--- src/dsp_pkg.sv ---
/*
  dsp_pkg: shared constants, register offsets, field positions and the
  packed carriers used by the cyclic sync pulse unit.
  assumes byte-wide register accesses with a 12-bit byte address.
*/
package dsp_pkg;

  // register byte offsets
  localparam logic [11:0] OFF_ACT        = 12'h981;
  localparam logic [11:0] OFF_PLEN       = 12'h982;
  localparam logic [11:0] OFF_ACT_STAT   = 12'h984;
  localparam logic [11:0] OFF_ACK0       = 12'h98E;
  localparam logic [11:0] OFF_ACK1       = 12'h98F;
  localparam logic [11:0] OFF_START      = 12'h990;
  localparam logic [11:0] OFF_NEXT2      = 12'h998;
  localparam logic [11:0] OFF_CYC0       = 12'h9A0;
  localparam logic [11:0] OFF_CYC1       = 12'h9A4;
  localparam logic [11:0] SPAN64         = 12'h008;
  localparam logic [11:0] SPAN32         = 12'h004;
  localparam logic [11:0] SPAN16         = 12'h002;

  // activation register fields
  localparam int ACT_UNIT    = 0;
  localparam int ACT_GEN0    = 1;
  localparam int ACT_GEN1    = 2;
  localparam int ACT_AUTO    = 3;
  localparam int ACT_EXT     = 4;
  localparam int ACT_CHECK   = 5;
  localparam int ACT_NEAR    = 6;
  localparam int ACT_DEBUG   = 7;

  // activation status fields
  localparam int STAT_PEND0  = 0;
  localparam int STAT_PEND1  = 1;
  localparam int STAT_OUT    = 2;

  // start time byte indices that complete a load
  localparam logic [2:0] START_LOW_LAST  = 3'h3;
  localparam logic [2:0] START_HIGH_LAST = 3'h7;

  // reset values
  localparam logic [7:0]  ACT_RST   = 8'h00;
  localparam logic [15:0] PLEN_RST  = 16'h0000;
  localparam logic [63:0] TIME_RST  = 64'h0000000000000000;
  localparam logic [31:0] CYC_RST   = 32'h00000000;
  localparam logic [7:0]  BYTE_ZERO = 8'h00;

  // near-future window of the short setting
  localparam logic [63:0] NEAR_SHORT = 64'h0000000080000000;

  // timing: clock period and pulse length step, both in ns
  localparam logic [19:0] CLK_PERIOD_NS = 20'h00004;
  localparam logic [19:0] PULSE_STEP_NS = 20'h0000A;

  typedef struct packed {
    logic        wr;
    logic        rd;
    logic [11:0] addr;
    logic [7:0]  wdata;
  } dsp_bus_req_t;

  typedef struct packed {
    logic        sync;
    logic [19:0] ns;
  } dsp_chan_t;

  typedef struct packed {
    logic [7:0]  act;
    logic [15:0] plen;
    logic [2:0]  act_stat;
    logic [63:0] start;
    logic [63:0] next_first;
    logic [63:0] next_second;
    logic [31:0] cyc0;
    logic [31:0] cyc1;
    logic        running;
    logic        armed;
    logic [7:0]  net_rdata;
    logic [7:0]  host_rdata;
  } dsp_state_t;

endpackage

--- src/dsp_sync_chan.sv ---
/*
  dsp_sync_chan: one sync output channel; stretches a fire strobe to the
  programmed pulse length, or holds it until acknowledged in ack mode.
  assumes a 250 MHz clock and a pulse length in 10 ns steps.
*/
`timescale 1ns/1ps
module dsp_sync_chan (
  input  wire logic        i_mclk,
  input  wire logic        i_rstn,
  input  wire logic        i_ce,
  input  wire logic        i_fire,
  input  wire logic [15:0] i_len,
  input  wire logic        i_ack_clr,
  output logic             o_sync
);

  dsp_pkg::dsp_chan_t st;
  dsp_pkg::dsp_chan_t next_st;
  logic [19:0]        len_ns;

  always_comb begin
    len_ns  = {4'h0, i_len} * dsp_pkg::PULSE_STEP_NS;
    next_st = st;
    if (i_fire) begin
      next_st.sync = 1'b1;
      next_st.ns   = dsp_pkg::CLK_PERIOD_NS;
    end else if (st.sync) begin
      if (i_len == dsp_pkg::PLEN_RST) begin
        if (i_ack_clr) begin
          next_st.sync = 1'b0;
        end
      end else if (st.ns >= len_ns) begin
        next_st.sync = 1'b0;
      end else begin
        next_st.ns = st.ns + dsp_pkg::CLK_PERIOD_NS;
      end
    end
  end

  always_ff @(posedge i_mclk or negedge i_rstn) begin
    if (!i_rstn) begin
      st <= '0;
    end else if (i_ce) begin
      st <= next_st;
    end
  end

  assign o_sync = st.sync;

endmodule

--- src/dsp_sync_unit.sv ---
/*
  dsp_sync_unit: cyclic sync output unit of the distributed time base.
  compares start and cycle times with the system time and drives the
  first and second sync outputs; byte registers reachable from the
  network side and the local host interface.
  assumes the system time counter, the cyclic unit control register and
  the eeprom loader live outside and feed this block synchronously.
*/
`timescale 1ns/1ps
module dsp_sync_unit (
  input  wire logic                  i_mclk,
  input  wire logic                  i_rstn,
  input  wire logic                  i_ce,
  input  wire logic [63:0]           i_system_time,
  input  wire logic                  i_sync_ctrl_host,
  input  wire logic                  i_plen_load,
  input  wire logic [15:0]           i_plen_value,
  input  wire dsp_pkg::dsp_bus_req_t i_net_req,
  input  wire dsp_pkg::dsp_bus_req_t i_host_req,
  output logic [7:0]                 o_net_rdata,
  output logic [7:0]                 o_host_rdata,
  output logic                       o_first_sync_output,
  output logic                       o_second_sync_output
);

  dsp_pkg::dsp_state_t   st;
  dsp_pkg::dsp_state_t   next_st;
  dsp_pkg::dsp_bus_req_t wreq;
  logic                  wr_ok;
  logic                  debug_fire;
  logic                  first_due;
  logic                  second_due;
  logic                  act_rise;
  logic                  outside;
  logic                  fire0;
  logic                  fire1;
  logic                  ack_clr0;
  logic                  ack_clr1;
  logic [63:0]           start_diff;
  logic [63:0]           due_diff0;
  logic [63:0]           due_diff1;
  logic [11:0]           wofs;
  logic [2:0]            wbyte;
  logic                  load_done;
  logic                  first_sync_output_q;
  logic                  second_sync_output_q;

  // byte read mux shared by both access sides
  function automatic logic [7:0] read_byte(input dsp_pkg::dsp_state_t s,
                                           input logic [11:0] a,
                                           input logic s0,
                                           input logic s1);
    logic [11:0] o;
    logic [7:0]  b;
    o = 12'h000;
    b = dsp_pkg::BYTE_ZERO;
    if (a == dsp_pkg::OFF_ACT) begin
      b = s.act;
    end else if (a >= dsp_pkg::OFF_PLEN && a < dsp_pkg::OFF_PLEN + dsp_pkg::SPAN16) begin
      o = a - dsp_pkg::OFF_PLEN;
      b = s.plen[8*o[0] +: 8];
    end else if (a == dsp_pkg::OFF_ACT_STAT) begin
      b = {5'h00, s.act_stat};
    end else if (a == dsp_pkg::OFF_ACK0) begin
      b = {7'h00, s0};
    end else if (a == dsp_pkg::OFF_ACK1) begin
      b = {7'h00, s1};
    end else if (a >= dsp_pkg::OFF_START && a < dsp_pkg::OFF_START + dsp_pkg::SPAN64) begin
      o = a - dsp_pkg::OFF_START;
      b = s.next_first[8*o[2:0] +: 8];
    end else if (a >= dsp_pkg::OFF_NEXT2 && a < dsp_pkg::OFF_NEXT2 + dsp_pkg::SPAN64) begin
      o = a - dsp_pkg::OFF_NEXT2;
      b = s.next_second[8*o[2:0] +: 8];
    end else if (a >= dsp_pkg::OFF_CYC0 && a < dsp_pkg::OFF_CYC0 + dsp_pkg::SPAN32) begin
      o = a - dsp_pkg::OFF_CYC0;
      b = s.cyc0[8*o[1:0] +: 8];
    end else if (a >= dsp_pkg::OFF_CYC1 && a < dsp_pkg::OFF_CYC1 + dsp_pkg::SPAN32) begin
      o = a - dsp_pkg::OFF_CYC1;
      b = s.cyc1[8*o[1:0] +: 8];
    end
    return b;
  endfunction

  always_comb begin
    next_st    = st;
    wreq       = i_sync_ctrl_host ? i_host_req : i_net_req;
    wr_ok      = i_ce & wreq.wr;
    debug_fire = 1'b0;
    act_rise   = 1'b0;
    load_done  = 1'b0;
    wofs       = 12'h000;
    wbyte      = 3'h0;
    fire0      = 1'b0;
    fire1      = 1'b0;

    // register writes from the controlling side only
    if (wr_ok) begin
      if (wreq.addr == dsp_pkg::OFF_ACT) begin
        next_st.act = {1'b0, wreq.wdata[6:0]};
        debug_fire  = wreq.wdata[dsp_pkg::ACT_DEBUG];
      end else if (wreq.addr >= dsp_pkg::OFF_START &&
                   wreq.addr < dsp_pkg::OFF_START + dsp_pkg::SPAN64) begin
        wofs  = wreq.addr - dsp_pkg::OFF_START;
        wbyte = wofs[2:0];
        next_st.start[8*wbyte +: 8] = wreq.wdata;
        if (wbyte == dsp_pkg::START_HIGH_LAST) begin
          load_done = 1'b1;
        end else if (wbyte == dsp_pkg::START_LOW_LAST &&
                     (st.act[dsp_pkg::ACT_EXT] | st.act[dsp_pkg::ACT_AUTO])) begin
          load_done = 1'b1;
          next_st.start[63:32] = i_system_time[63:32];
          if (next_st.start[31:0] < i_system_time[31:0]) begin
            next_st.start[63:32] = i_system_time[63:32] + 32'h00000001;
          end
        end
        if (load_done && st.act[dsp_pkg::ACT_AUTO]) begin
          next_st.act[dsp_pkg::ACT_UNIT] = 1'b1;
        end
      end else if (wreq.addr >= dsp_pkg::OFF_CYC0 &&
                   wreq.addr < dsp_pkg::OFF_CYC0 + dsp_pkg::SPAN32) begin
        wofs = wreq.addr - dsp_pkg::OFF_CYC0;
        next_st.cyc0[8*wofs[1:0] +: 8] = wreq.wdata;
      end else if (wreq.addr >= dsp_pkg::OFF_CYC1 &&
                   wreq.addr < dsp_pkg::OFF_CYC1 + dsp_pkg::SPAN32) begin
        wofs = wreq.addr - dsp_pkg::OFF_CYC1;
        next_st.cyc1[8*wofs[1:0] +: 8] = wreq.wdata;
      end
    end

    // pulse length only changes by the eeprom load
    if (i_ce && i_plen_load) begin
      next_st.plen = i_plen_value;
    end

    // window check against the start time about to take effect
    start_diff = next_st.start - i_system_time;
    if (next_st.act[dsp_pkg::ACT_NEAR]) begin
      outside = start_diff >= dsp_pkg::NEAR_SHORT;
    end else begin
      outside = start_diff[63];
    end

    due_diff0  = i_system_time - st.next_first;
    due_diff1  = i_system_time - st.next_second;
    first_due  = i_ce & st.running & ~due_diff0[63];
    second_due = i_ce & st.armed & ~due_diff1[63];

    if (i_ce) begin
      act_rise = next_st.act[dsp_pkg::ACT_UNIT] & ~st.act[dsp_pkg::ACT_UNIT];
      if (!next_st.act[dsp_pkg::ACT_UNIT]) begin
        next_st.running  = 1'b0;
        next_st.armed    = 1'b0;
        next_st.act_stat[dsp_pkg::STAT_PEND0] = 1'b0;
        next_st.act_stat[dsp_pkg::STAT_PEND1] = 1'b0;
      end else if (act_rise) begin
        next_st.act_stat[dsp_pkg::STAT_OUT] = outside;
        if (next_st.act[dsp_pkg::ACT_CHECK] && outside) begin
          next_st.next_first = i_system_time;
        end else begin
          next_st.next_first = next_st.start;
        end
        next_st.running = 1'b1;
        next_st.armed   = 1'b0;
        next_st.act_stat[dsp_pkg::STAT_PEND0] = 1'b1;
        next_st.act_stat[dsp_pkg::STAT_PEND1] = 1'b1;
      end else begin
        if (first_due) begin
          fire0               = st.act[dsp_pkg::ACT_GEN0];
          next_st.next_second = st.next_first + {32'h00000000, st.cyc1};
          next_st.armed       = 1'b1;
          next_st.act_stat[dsp_pkg::STAT_PEND0] = 1'b0;
          if (st.cyc0 == dsp_pkg::CYC_RST) begin
            next_st.running = 1'b0;
          end else begin
            next_st.next_first = st.next_first + {32'h00000000, st.cyc0};
          end
        end else if (second_due) begin
          fire1         = st.act[dsp_pkg::ACT_GEN1];
          next_st.armed = 1'b0;
          next_st.act_stat[dsp_pkg::STAT_PEND1] = 1'b0;
        end
      end
    end

    if (debug_fire) begin
      fire0 = fire0 | wreq.wdata[dsp_pkg::ACT_GEN0];
      fire1 = fire1 | wreq.wdata[dsp_pkg::ACT_GEN1];
    end

    // registered read data per side
    if (i_ce && i_net_req.rd) begin
      next_st.net_rdata = read_byte(st, i_net_req.addr, first_sync_output_q, second_sync_output_q);
    end
    if (i_ce && i_host_req.rd) begin
      next_st.host_rdata = read_byte(st, i_host_req.addr, first_sync_output_q, second_sync_output_q);
    end
  end

  // acknowledge by host reads only; the channel ignores it outside ack mode
  assign ack_clr0 = i_host_req.rd && i_host_req.addr == dsp_pkg::OFF_ACK0;
  assign ack_clr1 = i_host_req.rd && i_host_req.addr == dsp_pkg::OFF_ACK1;

  always_ff @(posedge i_mclk or negedge i_rstn) begin
    if (!i_rstn) begin
      st <= '0;
    end else if (i_ce) begin
      st <= next_st;
    end
  end

  dsp_sync_chan u_first_chan (
    .i_mclk    (i_mclk),
    .i_rstn    (i_rstn),
    .i_ce      (i_ce),
    .i_fire    (fire0),
    .i_len     (st.plen),
    .i_ack_clr (ack_clr0),
    .o_sync    (first_sync_output_q)
  );

  dsp_sync_chan u_second_chan (
    .i_mclk    (i_mclk),
    .i_rstn    (i_rstn),
    .i_ce      (i_ce),
    .i_fire    (fire1),
    .i_len     (st.plen),
    .i_ack_clr (ack_clr1),
    .o_sync    (second_sync_output_q)
  );

  assign o_first_sync_output  = first_sync_output_q;
  assign o_second_sync_output = second_sync_output_q;
  assign o_net_rdata          = st.net_rdata;
  assign o_host_rdata         = st.host_rdata;

  // checks
  chk_debug_pulse: assert property (@(posedge i_mclk) disable iff (!i_rstn)
    (wr_ok && wreq.addr == dsp_pkg::OFF_ACT && wreq.wdata[7] && wreq.wdata[1])
      |=> o_first_sync_output)
    else $error("debug write did not raise the first sync output");

  chk_gen_enable: assert property (@(posedge i_mclk) disable iff (!i_rstn)
    $rose(o_second_sync_output) |-> st.act[dsp_pkg::ACT_GEN1])
    else $error("second sync pulse without its enable bit");

  chk_ack_hold: assert property (@(posedge i_mclk) disable iff (!i_rstn)
    (i_ce && st.plen == dsp_pkg::PLEN_RST && o_first_sync_output && !ack_clr0)
      |=> o_first_sync_output)
    else $error("ack mode output dropped without a status read");

  chk_ack_read: assert property (@(posedge i_mclk) disable iff (!i_rstn)
    (i_ce && st.plen == dsp_pkg::PLEN_RST && ack_clr0 && !fire0)
      |=> !o_first_sync_output && o_host_rdata[0] == $past(o_first_sync_output))
    else $error("host status read did not report and clear the output");

  chk_write_gate: assert property (@(posedge i_mclk) disable iff (!i_rstn)
    (i_sync_ctrl_host && i_net_req.wr && !i_host_req.wr) |=> $stable(st.start)
      && $stable(st.cyc0) && $stable(st.cyc1))
    else $error("network write taken while the host owns the unit");

  chk_len_ro: assert property (@(posedge i_mclk) disable iff (!i_rstn)
    !i_plen_load |=> $stable(st.plen))
    else $error("pulse length changed without an eeprom load");

  chk_auto_act: assert property (@(posedge i_mclk) disable iff (!i_rstn)
    (load_done && wr_ok && st.act[dsp_pkg::ACT_AUTO]) |=> st.act[dsp_pkg::ACT_UNIT])
    else $error("auto-activation did not set the activation bit");

  chk_outside_flag: assert property (@(posedge i_mclk) disable iff (!i_rstn)
    (i_ce && act_rise) |=> st.act_stat[dsp_pkg::STAT_OUT] == $past(outside))
    else $error("plausibility result not recorded at activation");

  chk_pending_clear: assert property (@(posedge i_mclk) disable iff (!i_rstn)
    (first_due && !act_rise && st.act[dsp_pkg::ACT_UNIT] && !wr_ok)
      |=> !st.act_stat[dsp_pkg::STAT_PEND0] ##1 st.armed || !st.act[dsp_pkg::ACT_UNIT]
      || !st.act_stat[dsp_pkg::STAT_PEND1])
    else $error("first pulse pending flag not cleared");

  chk_single_shot: assert property (@(posedge i_mclk) disable iff (!i_rstn)
    (first_due && !act_rise && st.cyc0 == dsp_pkg::CYC_RST && !wr_ok) |=> !st.running)
    else $error("single shot mode kept running");

  chk_debug_second: assert property (@(posedge i_mclk) disable iff (!i_rstn)
    (wr_ok && wreq.addr == dsp_pkg::OFF_ACT && wreq.wdata[dsp_pkg::ACT_DEBUG]
      && wreq.wdata[dsp_pkg::ACT_GEN1]) |=> o_second_sync_output)
    else $error("debug write did not raise the second sync output");

  chk_first_enable: assert property (@(posedge i_mclk) disable iff (!i_rstn)
    $rose(o_first_sync_output) |-> st.act[dsp_pkg::ACT_GEN0])
    else $error("first sync pulse without its enable bit");

  chk_cycle_advance: assert property (@(posedge i_mclk) disable iff (!i_rstn)
    (first_due && !act_rise && !wr_ok && st.act[dsp_pkg::ACT_UNIT] && st.cyc0 != dsp_pkg::CYC_RST)
      |=> st.next_first == $past(st.next_first) + {32'h00000000, $past(st.cyc0)})
    else $error("next first pulse time not advanced by the cycle time");

  chk_second_sched: assert property (@(posedge i_mclk) disable iff (!i_rstn)
    (first_due && !act_rise && !wr_ok && st.act[dsp_pkg::ACT_UNIT])
      |=> st.next_second == $past(st.next_first) + {32'h00000000, $past(st.cyc1)})
    else $error("second pulse not scheduled from the first pulse");

  chk_deact_clear: assert property (@(posedge i_mclk) disable iff (!i_rstn)
    (i_ce && !next_st.act[dsp_pkg::ACT_UNIT]) |=> !st.running && !st.armed
      && !st.act_stat[dsp_pkg::STAT_PEND0] && !st.act_stat[dsp_pkg::STAT_PEND1])
    else $error("deactivation left the unit running or pending");

  cov_debug: cover property (@(posedge i_mclk) disable iff (!i_rstn)
    wr_ok && wreq.addr == dsp_pkg::OFF_ACT && wreq.wdata[dsp_pkg::ACT_DEBUG]);
  cov_auto: cover property (@(posedge i_mclk) disable iff (!i_rstn)
    load_done && wr_ok && st.act[dsp_pkg::ACT_AUTO]);
  cov_cyclic: cover property (@(posedge i_mclk) disable iff (!i_rstn)
    first_due && st.cyc0 != dsp_pkg::CYC_RST ##[1:200] first_due);
  cov_second: cover property (@(posedge i_mclk) disable iff (!i_rstn)
    $rose(o_second_sync_output));
  cov_ack: cover property (@(posedge i_mclk) disable iff (!i_rstn)
    st.plen == dsp_pkg::PLEN_RST && o_first_sync_output && ack_clr0);

endmodule

--- config.mk ---
export PLATFORM = sky130hd
export DESIGN_NAME = dsp_sync_unit
export DESIGN_NICKNAME = d
export VERILOG_FILES = /design/src/dsp_pkg.sv /design/src/dsp_sync_chan.sv /design/src/dsp_sync_unit.sv
export SDC_FILE = /design/constraint.sdc
export NUM_CORES = 2
export LEC_CHECK = 0
export BUFFER_PORTS_ARGS = -buffer_cell sky130_fd_sc_hd__buf_4
export CORE_MARGIN = 3
export CORE_UTILIZATION = 40
export CTS_BUF_LIST = sky130_fd_sc_hd__clkbuf_2
export DETAILED_ROUTE_END_ITERATION = 10
export GPL_TIMING_DRIVEN = 0
export PLACE_DENSITY = 0.59
export SETUP_SLACK_MARGIN = 0.15
export SYNTH_ARGS = -nofsm -noshare
export SYNTH_HDL_FRONTEND = slang
export SYNTH_SLANG_ARGS = --single-unit
--- constraint.sdc ---
create_clock -name i_mclk -period 7.65 [get_ports i_mclk]
set_input_delay 0.765 -clock i_mclk [delete_from_list [all_inputs] [get_ports i_mclk]]
set_output_delay 0.765 -clock i_mclk [all_outputs]
set_load 0.05 [all_outputs]
==> flow_summary_export.csv <==
group,metric,value,unit
sta,rsz0062_at_grt,"yes",
floorplanning,ios,147,
synth,synth.most_common_cell,"ha_1",
floorplanning,rows,106,
clock_network,clkSinkCount,338,
floorplanning,fp.dieH,297,µm
routing,ant_nets,0,
routing,wl_per_cell,27.2,µm
sta,timing.final.ws_setup,-0.0945,ns
synth,synth_edf_count,0,
routing,wl,150000,µm
clock_network,clock_latency,1.22,ns
sta,fin_crit_sh,101,%
placement,dp_slack,-3.01,ns
global_route,grt_pass1_wl,215000,µm
floorplanning,start_util,40.4,%
global_route,antenna_found_initial,11,
placement,dp.cells,5182,
synth,syn-num-nets,4396,
min_path,hold_path_class,"in2async",
finish,area_delta_synth_final,20.2,%
synth,ys_types,99,
finish,instances_no_fill,5533,
routing,wl_met3,14400,µm
routing,top_layer,"met5",
critical_path,crit_top_cell,"buf_12",
critical_path,endpoint_kind,"flop",
routing,dr.pass1.iters,6,
critical_path,cp_data_required_time,8.62,ns
routing,wl_met2,65000,µm
synth,avgSynthCellArea,8.67,µm²
floorplanning,core_area,83800,µm²
critical_path,cp_slowest_cell,"or4_4",
routing,drt_iter0_drc,3252,
status,status,"finished with violations",
routing,wl_met1,62500,µm
synth,ys_top_cells_by_area,"dfrtp_1 25%, ha_1 13%, mux4_2 6.4%",
sta,fmax,129,MHz
synth,yosysTopAreaCellShare,25.0,%
critical_path,cp_max_fo,8,
sta,holdWs,0.135,ns
pwr,totalPowerFinal,0.00473,W
finish,stdcell_area,40700,µm²
critical_path,cpPeakStageDelay,0.45,ns
synth,synth-seq-cells,338,
global_route,grt_max_degree,107,
status,violations,"setup timing",
sta,period_needed,7.74,ns
synth,synth_area,33900,µm²
global_route,grtUsageTotal,32.7,%
synth,synth_cells,3905,
pwr,p_leak,18.2,nW
placement,place_hpwl,118000,µm
pwr,peakVddDrop,0.102,mV
critical_path,cp-start-kind,"primary input",
synth,synth.yosys.seq_area_share,25.0,%
global_route,overflow,0,
clock_network,cts_made_buffers,100,
critical_path,path_buf_inv,10,
synth,synth_top_area_cell,"dfrtp_1",
routing,drc,0,
critical_path,cp.arrival,8.71,ns
routing,vias,33700,
placement,gp_congestion,1.02,
sta,report.final.setup_viol,43,
clock_network,clock_path_buffers,3,
synth,ys_warn_count,0,
routing,avgViaCountPerCell,6.10,
sta,drv_slew,0,
clock_network,cts_root_buf,"clkbuf_2",
sta,relSlewSlack,2.13,%
global_route,grt_pass1_vias,32200,
sta,finalHoldViolCount,0,
flow_run,maxCapViolCount,0,
critical_path,worstSetupPathType,"in2reg",
sta,worstMarginPinSlew,1.47,ns
clock_network,cts_htree_levels,3,
placement,dpl-instance-area,36700,µm²
finish,nets,4822,
synth,synth_flop_cell,"dfrtp_1",
floorplanning,die_w,297,µm
finish,layout-drive-gt1-share,22.0,%
sta,fin_skew,0.138,ns
clock_network,path_clk_slew,0.13,ns
pwr,power_density,116,nW/µm²
floorplanning,die_area,88200,µm²
critical_path,critical_path.top_delay_family,"compound AO/OA/AOI/OAI gates",
synth,synthTopCellsByCount,"358 x ha_1, 338 x dfrtp_1, 325 x nand2_1",
placement,io_buffers,137,
synth,synthArstFlopShare,100,%
clock_network,cts_tree,"built",
## cells by family (layout without fill, tap and decap cells)
family                     count (synthesis)  in the layout  share of synthesized area (%)
and+or+nand+nor                         1146           1146                           16.3
AOI/OAI and AO/OA                       1033           1033                           19.2
DFF                                      338            338                           25.0
buffers and inverters                    444            936                           5.38
other                                      0              2                              0
xor gates and xnor gates                 197            197                           5.10
adders and majority gates                362            362                           13.5
muxes                                    385            385                           15.6
## placed cells by master, fill, tap and decap left out, drive strengths merged, types with 123 or more instances in the layout
cell,count
ha,358
a21o,124
nor2,289
o21ai,284
buf,297
clkbuf,263
mux2i,123
a21oi,293
dfrtp,338
inv,268
nand2,327
mux2,166
xnor2,146
## layout make-up
cell class	count	area, µm²
sequential	338	8460
clock inverter	27	145
buffer	177	1020
inverter	267	1010
clock buffer	141	706
timing repair buffer	324	2880
tap	1134	1420
multi-input combinational	3123	25100
fill	8169	43100
antenna	2	5.00
## power by group
part | switching [W] | leakage, nW | internal (W)
Combinational | 0.000793 | 12.9 | 0.000540
Clock | 0.000915 | 0.655 | 0.000529
Sequential | 0.000115 | 4.56 | 0.00184
Total | 0.00182 | 18.2 | 0.00291
## metrics by stage
stage	util [%]	setup TNS, ns
finish	48.6	-1.75
global route	48.6	-10.15
CTS	47.2	0
detailed placement	43.8	-183.79
global placement	43.6	-198.90
floorplan	-	-0.339
## sequential cells by signal, indices dropped and copies added (netlist names)
register / flops
o_host_rdata: 8
o_net_rdata: 8
st: 284
u_first_chan.o_sync: 1
u_first_chan.st: 18
u_second_chan.o_sync: 1
u_second_chan.st: 18
## path summary, 6_finish.rpt
check                           depth (start not counted)                     endpoint  slack [ns]                        start
worst min register to register                          2  o_host_rdata[3]$_DFFE_PN0P_        0.49  o_host_rdata[3]$_DFFE_PN0P_
worst max register to register                         32          st[203]$_DFFE_PN0P_        0.89          st[237]$_DFFE_PN0P_
min in group i_mclk                                     3          st[177]$_DFFE_PN0P_        0.15            i_system_time[31]
worst max-delay path                                   42          st[203]$_DFFE_PN0P_       -0.09             i_sync_ctrl_host
max in group asynchronous                               3          st[273]$_DFFE_PN0P_        6.47                       i_rstn
worst min-delay path                                    2           st[56]$_DFFE_PN0P_        0.14                       i_rstn
## per-layer routing
metal / global-route usage (%) / vias to the layer above
li1: - / 15300
met1: 44.1 / 16200
met2: 49.9 / 1809
met3: 6.52 / 406
met4: 16.2 / 4
met5: 0 / -
## timing repair
action | CTS | global route
gates cloned | 1 | 4
endpoints found under the setup margin | 65 | 64
endpoints found under the hold margin | 304 | 0
buffers inserted | 58 | 36
pin swaps | 54 | 75
hold buffers | 82 | 0
resized for setup | 167 | 187
(Power assumes the default switching activity.)
